<file path="config.mk">
export PLATFORM = sky130hd
export DESIGN_NAME = t1_status_device_flat
export DESIGN_NICKNAME = d
export VERILOG_FILES = /design/src/verilog/t1_status_pkg.sv /design/src/verilog/t1_port_if.sv /design/src/verilog/t1_status_device.sv /design/src/verilog/density_monitor.sv /design/src/flat_wrapper.sv
export SDC_FILE = /design/constraint.sdc
export NUM_CORES = 2
export LEC_CHECK = 0
export ABC_AREA = 1
export BUFFER_PORTS_ARGS = -buffer_cell sky130_fd_sc_hd__buf_2
export CORE_UTILIZATION = 39
export CTS_CLUSTER_DIAMETER = 80
export DETAILED_ROUTE_END_ITERATION = 12
export GPL_ROUTABILITY_DRIVEN = 0
export GPL_TIMING_DRIVEN = 0
export PLACE_DENSITY = 0.65
export REMOVE_ABC_BUFFERS = 1
export SETUP_SLACK_MARGIN = 0.2
export SLEW_MARGIN = 20
export SYNTH_ARGS = -nofsm -noshare
export SYNTH_HDL_FRONTEND = slang
export SYNTH_SLANG_ARGS = --single-unit
</file>
<file path="constraint.sdc">
create_clock -name mclk -period 3.8 [get_ports mclk]
set_input_delay 0.76 -clock mclk [delete_from_list [all_inputs] [get_ports mclk]]
set_output_delay 0.76 -clock mclk [all_outputs]
set_load 0.01 [all_outputs]
</file>
<file path="src/verilog/t1_status_pkg.sv">
// constants shared by the status latch device, its host and the density monitor
`default_nettype none
package t1_status_pkg;
	// device register byte addresses
	localparam logic [7:0] ADDR_IRQ_MASK_ONE = 8'h16;
	localparam logic [7:0] ADDR_IRQ_MASK_TWO = 8'h17;
	localparam logic [7:0] ADDR_STATUS_ONE = 8'h20;
	localparam logic [7:0] ADDR_STATUS_TWO = 8'h21;
	localparam logic [7:0] ADDR_RX_INFO_ONE = 8'h22;
	localparam logic [7:0] ADDR_COMMON_CONTROL_THREE = 8'h30;
	localparam logic [7:0] ADDR_RX_INFO_TWO = 8'h31;
	localparam logic [7:0] REG_RESET = 8'h00;
	// latched register slots
	localparam int NUM_LATCHED = 4;
	localparam logic [1:0] SEL_STATUS_ONE = 2'h0;
	localparam logic [1:0] SEL_STATUS_TWO = 2'h1;
	localparam logic [1:0] SEL_RX_INFO_ONE = 2'h2;
	localparam logic [1:0] SEL_RX_INFO_TWO = 2'h3;
	// field positions
	localparam int EIGHT_ZERO_BIT = 6;
	localparam int SIXTEEN_ZERO_BIT = 5;
	localparam int RX_LEVEL_LO_BIT = 6;
	localparam int RX_DENSITY_BIT = 1;
	localparam int TX_DENSITY_BIT = 0;
	localparam int TX_STORE_LO_BIT = 2;
	localparam int ENFORCER_BIT = 3;
	// density rules and zero runs
	localparam int DM_MAX_N = 23;
	localparam int DM_WIN_UNIT = 8;
	localparam int DM_ZERO_LIMIT = 15;
	localparam int ZRUN_W = 5;
	localparam logic [ZRUN_W-1:0] EIGHT_ZERO_RUN = 5'h08;
	localparam logic [ZRUN_W-1:0] SIXTEEN_ZERO_RUN = 5'h10;
	// host software port
	localparam logic [2:0] HOST_TARGET = 3'h0;
	localparam logic [2:0] HOST_DATA = 3'h1;
	localparam logic [2:0] HOST_COMMAND = 3'h2;
	localparam logic [2:0] HOST_RESULT = 3'h3;
	localparam logic [2:0] HOST_STATUS = 3'h4;
	localparam int CMD_POLL_BIT = 0;
	localparam int CMD_WRITE_BIT = 1;
	localparam int CMD_READ_BIT = 2;
	typedef enum logic [2:0] {
		H_IDLE, H_MASK, H_READ, H_TAKE, H_BACK, H_WRITE
	} host_state_t;
endpackage : t1_status_pkg
`default_nettype wire

</file>
<file path="src/verilog/t1_port_if.sv">
// parallel control port between the status device and its host
`timescale 1ns/1ps
`default_nettype none
interface t1_port_if;
	logic [7:0] addr;
	logic [7:0] wdata;
	logic wr;
	logic rd;
	logic [7:0] rdata;
	logic irq_out_one;
	logic irq_out_two;
	modport dev (input addr, wdata, wr, rd, output rdata, irq_out_one, irq_out_two);
	modport host (output addr, wdata, wr, rd, input rdata, irq_out_one, irq_out_two);
endinterface : t1_port_if
`default_nettype wire

</file>
<file path="src/verilog/t1_status_device.sv">
// latched status and receive information registers with density monitors
// Notes on behaviour
// - events and alarms set their latched bit
// - bit stays set until read and cleared
// - host writes mask byte before reading
// - mask one loads current state, drops old
// - mask zero leaves readable bit unchanged
// - host reads same register right after mask
// - host writes back read value and mask
// - status one and two drive interrupt outputs
// - each status bit maskable from its interrupt
// - flags for eight and sixteen received zeros
// - frame bit error sets its flag
// - elastic store full, empty and slip flags
// - two-bit field reports received level
// - flag more than fifteen consecutive zeros
// - flag windows holding too few ones
// - transmit violation bit 0, receive bit 1
// - enforcer bends transmit stream when enabled
// - enforcer should stay off under B8ZS
`timescale 1ns/1ps
`default_nettype none
module t1_status_device import t1_status_pkg::*; (
	// clock and reset
	input wire logic mclk,
	input wire logic rst_n,
	// control port
	t1_port_if.dev port,
	// asynchronous event levels
	input wire logic [7:0] status_one_in,
	input wire logic [7:0] status_two_in,
	input wire logic [7:0] rx_info_in,
	input wire logic [3:0] tx_info_in,
	input wire logic [1:0] rx_level_in,
	// serial streams
	input wire logic rx_bit,
	input wire logic rx_bit_valid,
	input wire logic tx_bit,
	input wire logic tx_bit_valid,
	output logic tx_line_bit,
	output logic tx_line_valid,
	output logic enforcer_on
);
	localparam int SYNC_W = 30;
	logic [SYNC_W-1:0] sync_meta;
	logic [SYNC_W-1:0] sync_out;
	logic [7:0] status_one_s;
	logic [7:0] status_two_s;
	logic [7:0] rx_info_s;
	logic [3:0] tx_info_s;
	logic [1:0] rx_level_s;
	logic [7:0] lat [NUM_LATCHED];
	logic [7:0] view [NUM_LATCHED];
	logic [7:0] ev [NUM_LATCHED];
	logic [7:0] irq_mask_one;
	logic [7:0] irq_mask_two;
	logic [7:0] common_control_three;
	logic hit_latched;
	logic [1:0] hit_sel;
	logic rx_viol;
	logic tx_viol;
	logic rx_eight;
	logic rx_sixteen;

	// two-stage synchroniser for the event levels
	always_ff @(posedge mclk or negedge rst_n) begin
		if (!rst_n) begin
			sync_meta <= '0;
			sync_out <= '0;
		end else begin
			sync_meta <= {status_one_in, status_two_in, rx_info_in, tx_info_in, rx_level_in};
			sync_out <= sync_meta;
		end
	end

	assign {status_one_s, status_two_s, rx_info_s, tx_info_s, rx_level_s} = sync_out;

	// receive stream: monitor only
	density_monitor rx_mon (
		.mclk(mclk),
		.rst_n(rst_n),
		.enforce(1'b0),
		.bit_in(rx_bit),
		.bit_valid(rx_bit_valid),
		.bit_out(),
		.bit_out_valid(),
		.violation(rx_viol),
		.eight_zero(rx_eight),
		.sixteen_zero(rx_sixteen)
	);

	// transmit stream: monitor checks the stream as sent
	density_monitor tx_mon (
		.mclk(mclk),
		.rst_n(rst_n),
		.enforce(common_control_three[ENFORCER_BIT]),
		.bit_in(tx_bit),
		.bit_valid(tx_bit_valid),
		.bit_out(tx_line_bit),
		.bit_out_valid(tx_line_valid),
		.violation(tx_viol),
		.eight_zero(),
		.sixteen_zero()
	);

	// event vectors for the four latched registers
	always_comb begin
		ev[SEL_STATUS_ONE] = status_one_s;
		ev[SEL_STATUS_TWO] = status_two_s;
		ev[SEL_RX_INFO_ONE] = rx_info_s
			| (8'(rx_eight) << EIGHT_ZERO_BIT)
			| (8'(rx_sixteen) << SIXTEEN_ZERO_BIT);
		ev[SEL_RX_INFO_TWO] = (8'(tx_info_s) << TX_STORE_LO_BIT)
			| (8'(rx_viol) << RX_DENSITY_BIT)
			| (8'(tx_viol) << TX_DENSITY_BIT);
	end

	// decode of the latched registers
	always_comb begin
		hit_latched = 1'b1;
		hit_sel = SEL_STATUS_ONE;
		case (port.addr)
			ADDR_STATUS_ONE: hit_sel = SEL_STATUS_ONE;
			ADDR_STATUS_TWO: hit_sel = SEL_STATUS_TWO;
			ADDR_RX_INFO_ONE: hit_sel = SEL_RX_INFO_ONE;
			ADDR_RX_INFO_TWO: hit_sel = SEL_RX_INFO_TWO;
			default: hit_latched = 1'b0;
		endcase
	end

	// latch and readable copy; a masked write moves latched into view
	always_ff @(posedge mclk or negedge rst_n) begin
		if (!rst_n) begin
			for (int s = 0; s < NUM_LATCHED; s++) begin
				lat[s] <= REG_RESET;
				view[s] <= REG_RESET;
			end
		end else begin
			for (int s = 0; s < NUM_LATCHED; s++) begin
				if (port.wr && hit_latched && hit_sel == 2'(s)) begin
					// set wins over the clear in the same cycle
					lat[s] <= (lat[s] & ~port.wdata) | ev[s];
					view[s] <= (view[s] & ~port.wdata) | ((lat[s] | ev[s]) & port.wdata);
				end else begin
					lat[s] <= lat[s] | ev[s];
				end
			end
		end
	end

	// writable control registers
	always_ff @(posedge mclk or negedge rst_n) begin
		if (!rst_n) begin
			irq_mask_one <= REG_RESET;
			irq_mask_two <= REG_RESET;
			common_control_three <= REG_RESET;
		end else if (port.wr) begin
			case (port.addr)
				ADDR_IRQ_MASK_ONE: irq_mask_one <= port.wdata;
				ADDR_IRQ_MASK_TWO: irq_mask_two <= port.wdata;
				ADDR_COMMON_CONTROL_THREE: common_control_three <= port.wdata;
				default: ;
			endcase
		end
	end

	always_ff @(posedge mclk or negedge rst_n) begin
		if (!rst_n)
			enforcer_on <= 1'b0;
		else
			enforcer_on <= common_control_three[ENFORCER_BIT];
	end

	// read data one cycle after the strobe, zero elsewhere
	always_ff @(posedge mclk or negedge rst_n) begin
		if (!rst_n) begin
			port.rdata <= REG_RESET;
		end else if (port.rd) begin
			case (port.addr)
				ADDR_STATUS_ONE: port.rdata <= view[SEL_STATUS_ONE];
				ADDR_STATUS_TWO: port.rdata <= view[SEL_STATUS_TWO];
				ADDR_RX_INFO_ONE: port.rdata <= view[SEL_RX_INFO_ONE];
				ADDR_RX_INFO_TWO: port.rdata <= (view[SEL_RX_INFO_TWO] & 8'h3f)
					| (8'(rx_level_s) << RX_LEVEL_LO_BIT);
				ADDR_IRQ_MASK_ONE: port.rdata <= irq_mask_one;
				ADDR_IRQ_MASK_TWO: port.rdata <= irq_mask_two;
				ADDR_COMMON_CONTROL_THREE: port.rdata <= common_control_three;
				default: port.rdata <= REG_RESET;
			endcase
		end else begin
			port.rdata <= REG_RESET;
		end
	end

	// interrupt outputs; receive information registers never interrupt
	always_ff @(posedge mclk or negedge rst_n) begin
		if (!rst_n) begin
			port.irq_out_one <= 1'b0;
			port.irq_out_two <= 1'b0;
		end else begin
			port.irq_out_one <= |((lat[SEL_STATUS_ONE] | view[SEL_STATUS_ONE]) & irq_mask_one);
			port.irq_out_two <= |((lat[SEL_STATUS_TWO] | view[SEL_STATUS_TWO]) & irq_mask_two);
		end
	end
endmodule : t1_status_device
`default_nettype wire

</file>
<file path="src/verilog/density_monitor.sv">
// ones-density monitor with optional enforcer for one serial stream
`timescale 1ns/1ps
`default_nettype none
module density_monitor import t1_status_pkg::*; #(
	parameter int MAX_N = DM_MAX_N,
	parameter int UNIT = DM_WIN_UNIT,
	parameter int ZLIM = DM_ZERO_LIMIT
) (
	// clock and reset
	input wire logic mclk,
	input wire logic rst_n,
	// stream in
	input wire logic enforce,
	input wire logic bit_in,
	input wire logic bit_valid,
	// stream out and flags
	output logic bit_out,
	output logic bit_out_valid,
	output logic violation,
	output logic eight_zero,
	output logic sixteen_zero
);
	localparam int DEPTH = UNIT * (MAX_N + 1);
	localparam int CW = $clog2(DEPTH + 1);
	localparam int AW = CW + 1;
	logic [DEPTH-1:0] hist;
	logic [CW-1:0] ones [1:MAX_N];
	logic [CW-1:0] seen;
	logic [ZRUN_W-1:0] zrun;
	logic viol_zero;
	logic viol_one;
	logic b;

	// trial of a zero and a one against every window
	always_comb begin
		viol_zero = (int'(zrun) >= ZLIM);
		viol_one = 1'b0;
		for (int n = 1; n <= MAX_N; n++) begin
			if (int'(seen) >= UNIT * (n + 1) - 1) begin
				if ({1'b0, ones[n]} < AW'(n) + AW'(hist[UNIT*(n+1)-1]))
					viol_zero = 1'b1;
				if ({1'b0, ones[n]} + AW'(1) < AW'(n) + AW'(hist[UNIT*(n+1)-1]))
					viol_one = 1'b1;
			end
		end
		b = bit_in | (enforce & viol_zero);
	end

	always_ff @(posedge mclk or negedge rst_n) begin
		if (!rst_n) begin
			hist <= '0;
			seen <= '0;
			for (int n = 1; n <= MAX_N; n++)
				ones[n] <= '0;
		end else if (bit_valid) begin
			hist <= {hist[DEPTH-2:0], b};
			if (int'(seen) < DEPTH)
				seen <= seen + CW'(1);
			for (int n = 1; n <= MAX_N; n++)
				ones[n] <= ones[n] + CW'(b) - CW'(hist[UNIT*(n+1)-1]);
		end
	end

	always_ff @(posedge mclk or negedge rst_n) begin
		if (!rst_n) begin
			zrun <= '0;
		end else if (bit_valid) begin
			if (b)
				zrun <= '0;
			else if (zrun != SIXTEEN_ZERO_RUN)
				zrun <= zrun + ZRUN_W'(1);
		end
	end

	always_ff @(posedge mclk or negedge rst_n) begin
		if (!rst_n) begin
			bit_out <= 1'b0;
			bit_out_valid <= 1'b0;
			violation <= 1'b0;
			eight_zero <= 1'b0;
			sixteen_zero <= 1'b0;
		end else begin
			bit_out <= bit_valid ? b : bit_out;
			bit_out_valid <= bit_valid;
			violation <= bit_valid & (b ? viol_one : viol_zero);
			eight_zero <= bit_valid & ~b & (zrun == EIGHT_ZERO_RUN - 5'h01);
			sixteen_zero <= bit_valid & ~b & (zrun == SIXTEEN_ZERO_RUN - 5'h01);
		end
	end
endmodule : density_monitor
`default_nettype wire

</file>
<file path="src/flat_wrapper.sv">
// flat-port wrapper written by rule: the top's interface ports become plain ports
module t1_status_device_flat import t1_status_pkg::*;
  (mclk, rst_n, status_one_in, status_two_in, rx_info_in, tx_info_in, rx_level_in, rx_bit, rx_bit_valid, tx_bit, tx_bit_valid, tx_line_bit, tx_line_valid, enforcer_on, port_addr, port_wdata, port_wr, port_rd, port_rdata, port_irq_out_one, port_irq_out_two);
  t1_port_if port_i ();
  input wire logic mclk;
  input wire logic rst_n;
  input wire logic [7:0] status_one_in;
  input wire logic [7:0] status_two_in;
  input wire logic [7:0] rx_info_in;
  input wire logic [3:0] tx_info_in;
  input wire logic [1:0] rx_level_in;
  input wire logic rx_bit;
  input wire logic rx_bit_valid;
  input wire logic tx_bit;
  input wire logic tx_bit_valid;
  output logic tx_line_bit;
  output logic tx_line_valid;
  output logic enforcer_on;
  input wire logic [$bits(port_i.addr)-1:0] port_addr;
  input wire logic [$bits(port_i.wdata)-1:0] port_wdata;
  input wire logic [$bits(port_i.wr)-1:0] port_wr;
  input wire logic [$bits(port_i.rd)-1:0] port_rd;
  output wire logic [$bits(port_i.rdata)-1:0] port_rdata;
  output wire logic [$bits(port_i.irq_out_one)-1:0] port_irq_out_one;
  output wire logic [$bits(port_i.irq_out_two)-1:0] port_irq_out_two;
  assign port_i.addr = port_addr;
  assign port_i.wdata = port_wdata;
  assign port_i.wr = port_wr;
  assign port_i.rd = port_rd;
  assign port_rdata = port_i.rdata;
  assign port_irq_out_one = port_i.irq_out_one;
  assign port_irq_out_two = port_i.irq_out_two;
  t1_status_device u_core (.mclk(mclk), .rst_n(rst_n), .port(port_i), .status_one_in(status_one_in), .status_two_in(status_two_in), .rx_info_in(rx_info_in), .tx_info_in(tx_info_in), .rx_level_in(rx_level_in), .rx_bit(rx_bit), .rx_bit_valid(rx_bit_valid), .tx_bit(tx_bit), .tx_bit_valid(tx_bit_valid), .tx_line_bit(tx_line_bit), .tx_line_valid(tx_line_valid), .enforcer_on(enforcer_on));
endmodule
</file>
Yosys cells after proc, flatten, opt, wreduce, memory -nomap -nowiden
Index checks and enable logic that the tools add are counted.
{"block": "totals", "ff_bits": 943, "input_bits": 54, "output_inout_bits": 13, "elab_cells": 677}
{"block": "op_classes", "addsub": 188, "order_cmp": 142, "eq_ne": 14, "mux": 198, "bitwise_logic": 42, "reduce_logical": 18}
{"op": "8-bit by 1-bit adder with 9-bit output (second input constant)", "count": 46}
{"op": "8-bit by 9-bit < comparator with 1-bit output", "count": 46}
{"op": "8-bit by 1-bit adder with 8-bit output", "count": 46}
{"op": "8-bit by 1-bit subtractor with 8-bit output", "count": 46}
{"op": "1-bit two-way mux", "count": 187}
{"op": "9-bit by 5-bit < comparator with 1-bit output", "count": 16}
{"op": "9-bit by 6-bit < comparator with 1-bit output", "count": 16}
{"op": "8-bit by 7-bit >= comparator with 1-bit output (second input constant)", "count": 16}
{"op": "8-bit >= comparator (second input constant)", "count": 16}
{"op": "8-bit AND", "count": 14}
{"op": "8-bit bitwise OR", "count": 14}
{"op": "5-bit by 1-bit adder with 6-bit output (first input constant)", "count": 16}
{"op": "4-bit by 1-bit adder with 5-bit output (first input constant)", "count": 16}
{"op": "9-bit by 4-bit < comparator with 1-bit output", "count": 8}
{"op": "8-bit by 6-bit >= comparator with 1-bit output (second input constant)", "count": 8}
{"op": "8-bit one-hot mux with 7 select lines", "count": 1}
{"op": "8-bit by 6-bit equality test with 1-bit output (second input constant)", "count": 5}
{"op": "8-bit two-way mux", "count": 5}
{"op": "9-bit by 3-bit < comparator with 1-bit output", "count": 4}
{"op": "3-bit by 1-bit adder with 4-bit output (first input constant)", "count": 8}
{"op": "8-bit by 5-bit >= comparator with 1-bit output (second input constant)", "count": 4}
{"op": "5-bit two-way mux", "count": 4}
{"op": "9-bit by 2-bit < comparator with 1-bit output", "count": 2}
{"op": "8-bit by 1-bit adder with 8-bit output (second input constant)", "count": 2}
{"op": "28 further kinds", "count": 56}

Depth between registers and ports, before layout
{"block": "depth", "depth_word": 52, "ltp_mapped": 27, "depth_no_buf": 27}

By module
Synthesis repeated with hierarchy kept, for this count alone.
{"block": "unflattened", "cells_unflattened": 7672, "hier_area_um2": 62696.4}
{"mod": "density_monitor (u_core.tx_mon)", "instances": 1, "cells_per_inst": 3542, "area_per_inst_um2": 28325.9, "seq_area_each_um2": 9834.4}
{"mod": "density_monitor (u_core.rx_mon)", "instances": 1, "cells_per_inst": 3508, "area_per_inst_um2": 28224.6, "seq_area_each_um2": 9834.4}
{"mod": "t1_status_device", "instances": 1, "cells_per_inst": 622, "area_per_inst_um2": 6145.9, "seq_area_each_um2": 3878.7}

Worst setup path after synthesis
Ideal clock, no wire load.
{"block": "synth_timing", "path_kind": "reg-to-reg", "startpoint": "register u_core.tx_mon.seen[0]", "endpoint": "register u_core.tx_mon.ones[126] (netlist name)", "arrival_ps": 3355, "required_ps": 3717, "path_slack_ps": 362, "stages_incl_launch_ff": 26, "path_buffers": 0, "path_cell_list": "dfrtp_1 -> ha_1 -> nand2_1 -> nand2_2 -> inv_2 -> nand2_1 -> nand2_1 -> nor2_1 -> nor2_1 -> nand2_1 -> nor2_1 -> nand2_1 -> nor2_2 -> nand2_2 -> nand2_4 -> ha_1 -> inv_1 -> ha_1 -> inv_1 -> fa_1 -> o31ai_1 -> nand2_1 -> nand2_1 -> a21oi_1 -> xor2_1 -> o21ai_0"}
{"block": "synth_between", "elab_chain_cells": 50, "word_cells_on_any_way": 72, "classes_between": "add/sub (2); order compare (23); mux (45); bitwise (2)"}
{"item": "start, declared", "line_no": "density_monitor.sv:28", "source": "logic [CW-1:0] seen;"}
{"item": "start signal, assigned", "line_no": "density_monitor.sv:58", "source": "seen <= seen + CW'(1);"}
{"item": "8-bit by 4-bit >= comparator with 1-bit output", "line_no": "density_monitor.sv:39", "source": "if (int'(seen) >= UNIT * (n + 1) - 1) begin"}
{"item": "1-bit two-way mux", "line_no": "density_monitor.sv:39"}
{"item": "1-bit two-way mux", "line_no": "density_monitor.sv:40", "source": "if ({1'b0, ones[n]} < AW'(n) + AW'(hist[UNIT*(n+1)-1]))"}
{"item": "1-bit two-way mux", "line_no": "density_monitor.sv:39"}
{"item": "1-bit two-way mux", "line_no": "density_monitor.sv:40"}
{"item": "1-bit two-way mux", "line_no": "density_monitor.sv:39"}
{"item": "1-bit two-way mux", "line_no": "density_monitor.sv:40"}
{"item": "1-bit two-way mux", "line_no": "density_monitor.sv:39"}
{"item": "[34 not listed]"}
{"item": "1-bit two-way mux", "line_no": "density_monitor.sv:40"}
{"item": "1-bit two-way mux", "line_no": "density_monitor.sv:39"}
{"item": "1-bit two-way mux", "line_no": "density_monitor.sv:40"}
{"item": "1-bit two-way mux *", "line_no": "density_monitor.sv:39"}
{"item": "1-bit AND *", "line_no": "density_monitor.sv:46", "source": "b = bit_in | (enforce & viol_zero);"}
{"item": "1-bit bitwise OR *", "line_no": "density_monitor.sv:46"}
{"item": "8-bit by 1-bit adder with 8-bit output *", "line_no": "density_monitor.sv:60", "source": "ones[n] <= ones[n] + CW'(b) - CW'(hist[UNIT*(n+1)-1]);"}
{"item": "8-bit by 1-bit subtractor with 8-bit output *", "line_no": "density_monitor.sv:60"}
{"item": "end signal, assigned by index", "line_no": "density_monitor.sv:60"}
{"item": "end, declared", "line_no": "density_monitor.sv:27", "source": "logic [CW-1:0] ones [1:MAX_N];"}
Every way passes the cells marked *; elsewhere a longest branch is shown, timed or not.
A chain may end at the register's enable or synchronous reset.

Worst setup path after layout
{"block": "layout_timing", "startpoint": "register u_core.tx_mon.seen[0]", "endpoint": "register u_core.tx_mon.ones[124] (netlist name)"}
The elaborated chain is that of the path after synthesis.

==> results.py <==
metrics = {
    "logic_synthesis": {
        "syn_area_per_cell_sq_um": 8.20,
        "synthCells": 7494,
        "yosysSeqAreaShare_pct": 38.2,
        "synth-async-reset-ratio_pct": 100,
        "synth-edff-count": 0,
        "ys_seq_elements": 938,
        "synth_top_area_cell": "dfrtp_1",
        "synth_flop_cell": "dfrtp_1",
        "synth_cell_type_count": 50,
        "ys_warn_count": 0,
        "synth_top_area_share_pct": 38.2,
        "synthTopCellsByArea": "dfrtp_1, ha_1, nand2_1",
        "syn_area_sq_um": 61400,
    },
    "cells_and_area": {
        "drive_gt1_share_pct": 12.9,
        "synthToLayoutAreaGrowth_pct": 17.8,
        "diodes": 0,
        "fin_util_pct": 46.3,
        "stdcell_count": 9854,
        "design_area_sq_um": 72400,
        "num-nets-final": 8724,
        "layout_common_cells": "nand2_1, inv_1, dfrtp_1, ha_1, o21ai_0",
        "layout_commonest_cell": "nand2_1",
    },
    "power_and_ir_drop": {
        "combPwrFrac_pct": 55.1,
        "p_int_mw": 34.5,
        "p_total_mw": 61.5,
        "p_leak_nw": 35.5,
        "sw_frac_of_total_pct": 43.9,
        "seqPwrFrac_pct": 27.2,
        "pwr-share-clk_pct": 17.7,
        "power_density_nw_per_um2": 849,
        "max-vdd-ir-drop_uv": 480,
        "switching_power_mw": 27.0,
    },
    "worst_setup_path": {
        "end_kind": "flip-flop",
        "reg2reg_depth": 26,
        "worst-endpoint-required_ns": 4.38,
        "worstSetupStartpointType": "flip-flop",
        "r2r-end": "u_core.tx_mon.ones[124]",
        "worst_ep_arrival_time_ns": 4.56,
        "r2r-start": "u_core.tx_mon.seen[0]",
        "path_max_fanout": 6,
        "ff2ff_setup_slack_ns": -0.18,
        "crit_type": "flip-flop to flip-flop",
    },
    "cts": {
        "root_buffer": "clkbuf_16",
        "htreeDepth": 3,
        "cts_buffer_depth": 3,
        "cts_sinks": 938,
        "cts_buffers": 107,
        "clock_latency_ns": 0.74,
        "cts.clk_slew.worst_paths_ns": 0.06,
        "cts_tree": "done",
    },
    "sta": {
        "skew_ns": 0.0369,
        "clock.fmax_mhz": 251,
        "relSlewSlack_pct": 41.9,
        "hold_viol_final": 0,
        "fin_crit_sh_pct": 105,
        "rsz0062_at_grt": "yes",
        "fin_ws_ns": -0.184,
        "period_needed_ns": 3.98,
        "drv_slew": 0,
        "finalSetupViolations": 28,
        "worst_slew_pin_slew_ns": 0.863,
    },
    "routing": {
        "finalWirelength_mm": 135,
        "vias": 48400,
        "drc_errors": 0,
        "final_antenna_net_count": 0,
        "post_drt_wl_per_cell_microns": 13.7,
        "viasPerCell": 4.91,
        "drtIter0Drc": 2458,
        "first_pass_iters": 6,
    },
    "placed_design": {
        "place_area_sq_um": 64200,
        "place_inst": 9461,
        "dp_hpwl_mm": 88.8,
        "port_buffers": 66,
    },
    "global_route": {
        "antenna_found_initial": 1,
        "grt_max_degree": 149,
        "grt_use_total_pct": 16.8,
        "grt_pass1_vias": 48000,
        "grt_first_pass_wirelength_mm": 227,
        "overflow": 0,
    },
    "worst_hold_path": {
        "hp-class": "primary input to flip-flop",
        "hold_depth": 1,
        "min_to": "u_core.sync_meta[0]",
        "hold_start": "rx_level_in[0]",
    },
    "die": {
        "core-area_sq_um": 156000,
        "die_area_sq_um": 159000,
        "die_w_microns": 399,
        "start_util_pct": 39.3,
        "io_pins": 67,
        "die_y_microns": 399,
        "rows": 145,
    },
    "run_status": {
        "failed_checks": "setup timing",
        "run_status": "finished, violations left",
    },
    "flow_run": {
        "timing.max_cap.violations": 0,
    },
}
worst max-delay path, cell delays in order, from the launching register on:
cell	delay [ns]
dfrtp_1	0.41
ha_4	0.20
nand3_4	0.15
buf_12	0.12
nand3_4	0.08
nor2_4	0.17
nor2_4	0.05
nand2_2	0.09
nand2_2	0.06
nor2_4	0.15
nand2_4	0.08
nor2_4	0.20
nand2_8	0.12
nand2_8	0.15
buf_4	0.15
buf_12	0.09
ha_4	0.18
inv_2	0.06
ha_4	0.13
inv_2	0.04
fa_2	0.36
o31ai_4	0.27
nand2_2	0.10
buf_4	0.15
buf_4	0.12
nand2_1	0.05
o22ai_1	0.08
timing repair:
action / in CTS / in global routing
endpoints found under the setup margin: 184 / 118
endpoints found under the hold margin: 7 / 0
pin swaps: 171 / 273
cloned: 2 / 0
resized for setup: 400 / 381
buffers inserted: 120 / 79
hold buffers: 1 / 0
metal layers:
layer  GRT usage, %  up-vias  wire, microns  part of all wire, %
li1               -    24700              -                    -
met1           21.4    22900          61000                   45
met2           29.1      556          66200                   49
met3           2.54      245           4110                  3.0
met4           5.27        0           3960                  2.9
met5              0        -              0                    0
cells in the mapped netlist, types with 41 or more instances:
| master | n |
|---|---|
| a21o_1 | 41 |
| a21oi_1 | 304 |
| clkbuf_1 | 158 |
| dfrtp_1 | 938 |
| fa_1 | 46 |
| ha_1 | 910 |
| inv_1 | 1195 |
| nand2_1 | 1465 |
| nand3_1 | 317 |
| nand4_1 | 71 |
| nor2_1 | 510 |
| nor3_1 | 42 |
| o21ai_0 | 900 |
| o22ai_1 | 101 |
| xor2_1 | 248 |
power groups by stage:
stage                     registers, mW  clock network, mW  logic, mW
after floorplan                    15.7                  0       21.6
after global placement             16.7                  0       25.8
after detailed placement           16.7                  0       27.0
after CTS                          16.6               11.2       30.7
after global routing               17.3               11.6       38.9
final                              16.7               10.9       33.9
metrics by stage:
step                worst slack [ns]  TNS, ns  hold WS [ns]
floorplan                      -2.49  -742.31         0.331
global placement              -19.22        -         0.333
detailed placement             -1.04   -82.53         0.335
CTS                          -0.0989    -1.03        0.0829
global route                  -0.285    -8.30        0.0990
finish                        -0.184    -1.89         0.151
cell families after synthesis:
kind of cell	after synthesis	share of synthesized area, %
fa+ha+maj	956	20.0
flops	938	38.2
compound gates	1482	13.0
mux	2	0.0367
simple gates	2462	16.4
xor+xnor	273	3.89
buf+inv	1381	8.47
sequential cells by signal (all words and copies together) (netlist names), 30 cells and up, named ones only:
name and flops:
u_core.rx_mon.hist 192, u_core.sync_meta 30, u_core.lat 30, u_core.tx_mon.hist 192, u_core.tx_mon.ones 184, u_core.sync_out 30, u_core.rx_mon.ones 184
final cells by class:
type                       count  area [sq um]
clock buffer                 136          2930
clock inverter                55           781
fill                       14500         83800
inverter                    1206          4590
multi-input combinational   5177         35200
sequential                   938         23500
tap                         2058          2570
timing repair buffer         284          2840
worst max path at each step:
stage                                   end  cells after the start             startpoint
finish              u_core.tx_mon.ones[124]                     26  u_core.tx_mon.seen[0]
global route        u_core.tx_mon.ones[124]                     26  u_core.tx_mon.seen[1]
CTS                  u_core.tx_mon.ones[30]                     26  u_core.tx_mon.seen[1]
detailed placement   u_core.tx_mon.ones[62]                     23  u_core.tx_mon.seen[0]
global placement     u_core.rx_mon.ones[65]                      1                  rst_n
floorplan             u_core.rx_mon.zrun[3]                      4           rx_bit_valid
No activity file was read; power rests on OpenSTA's default activity.
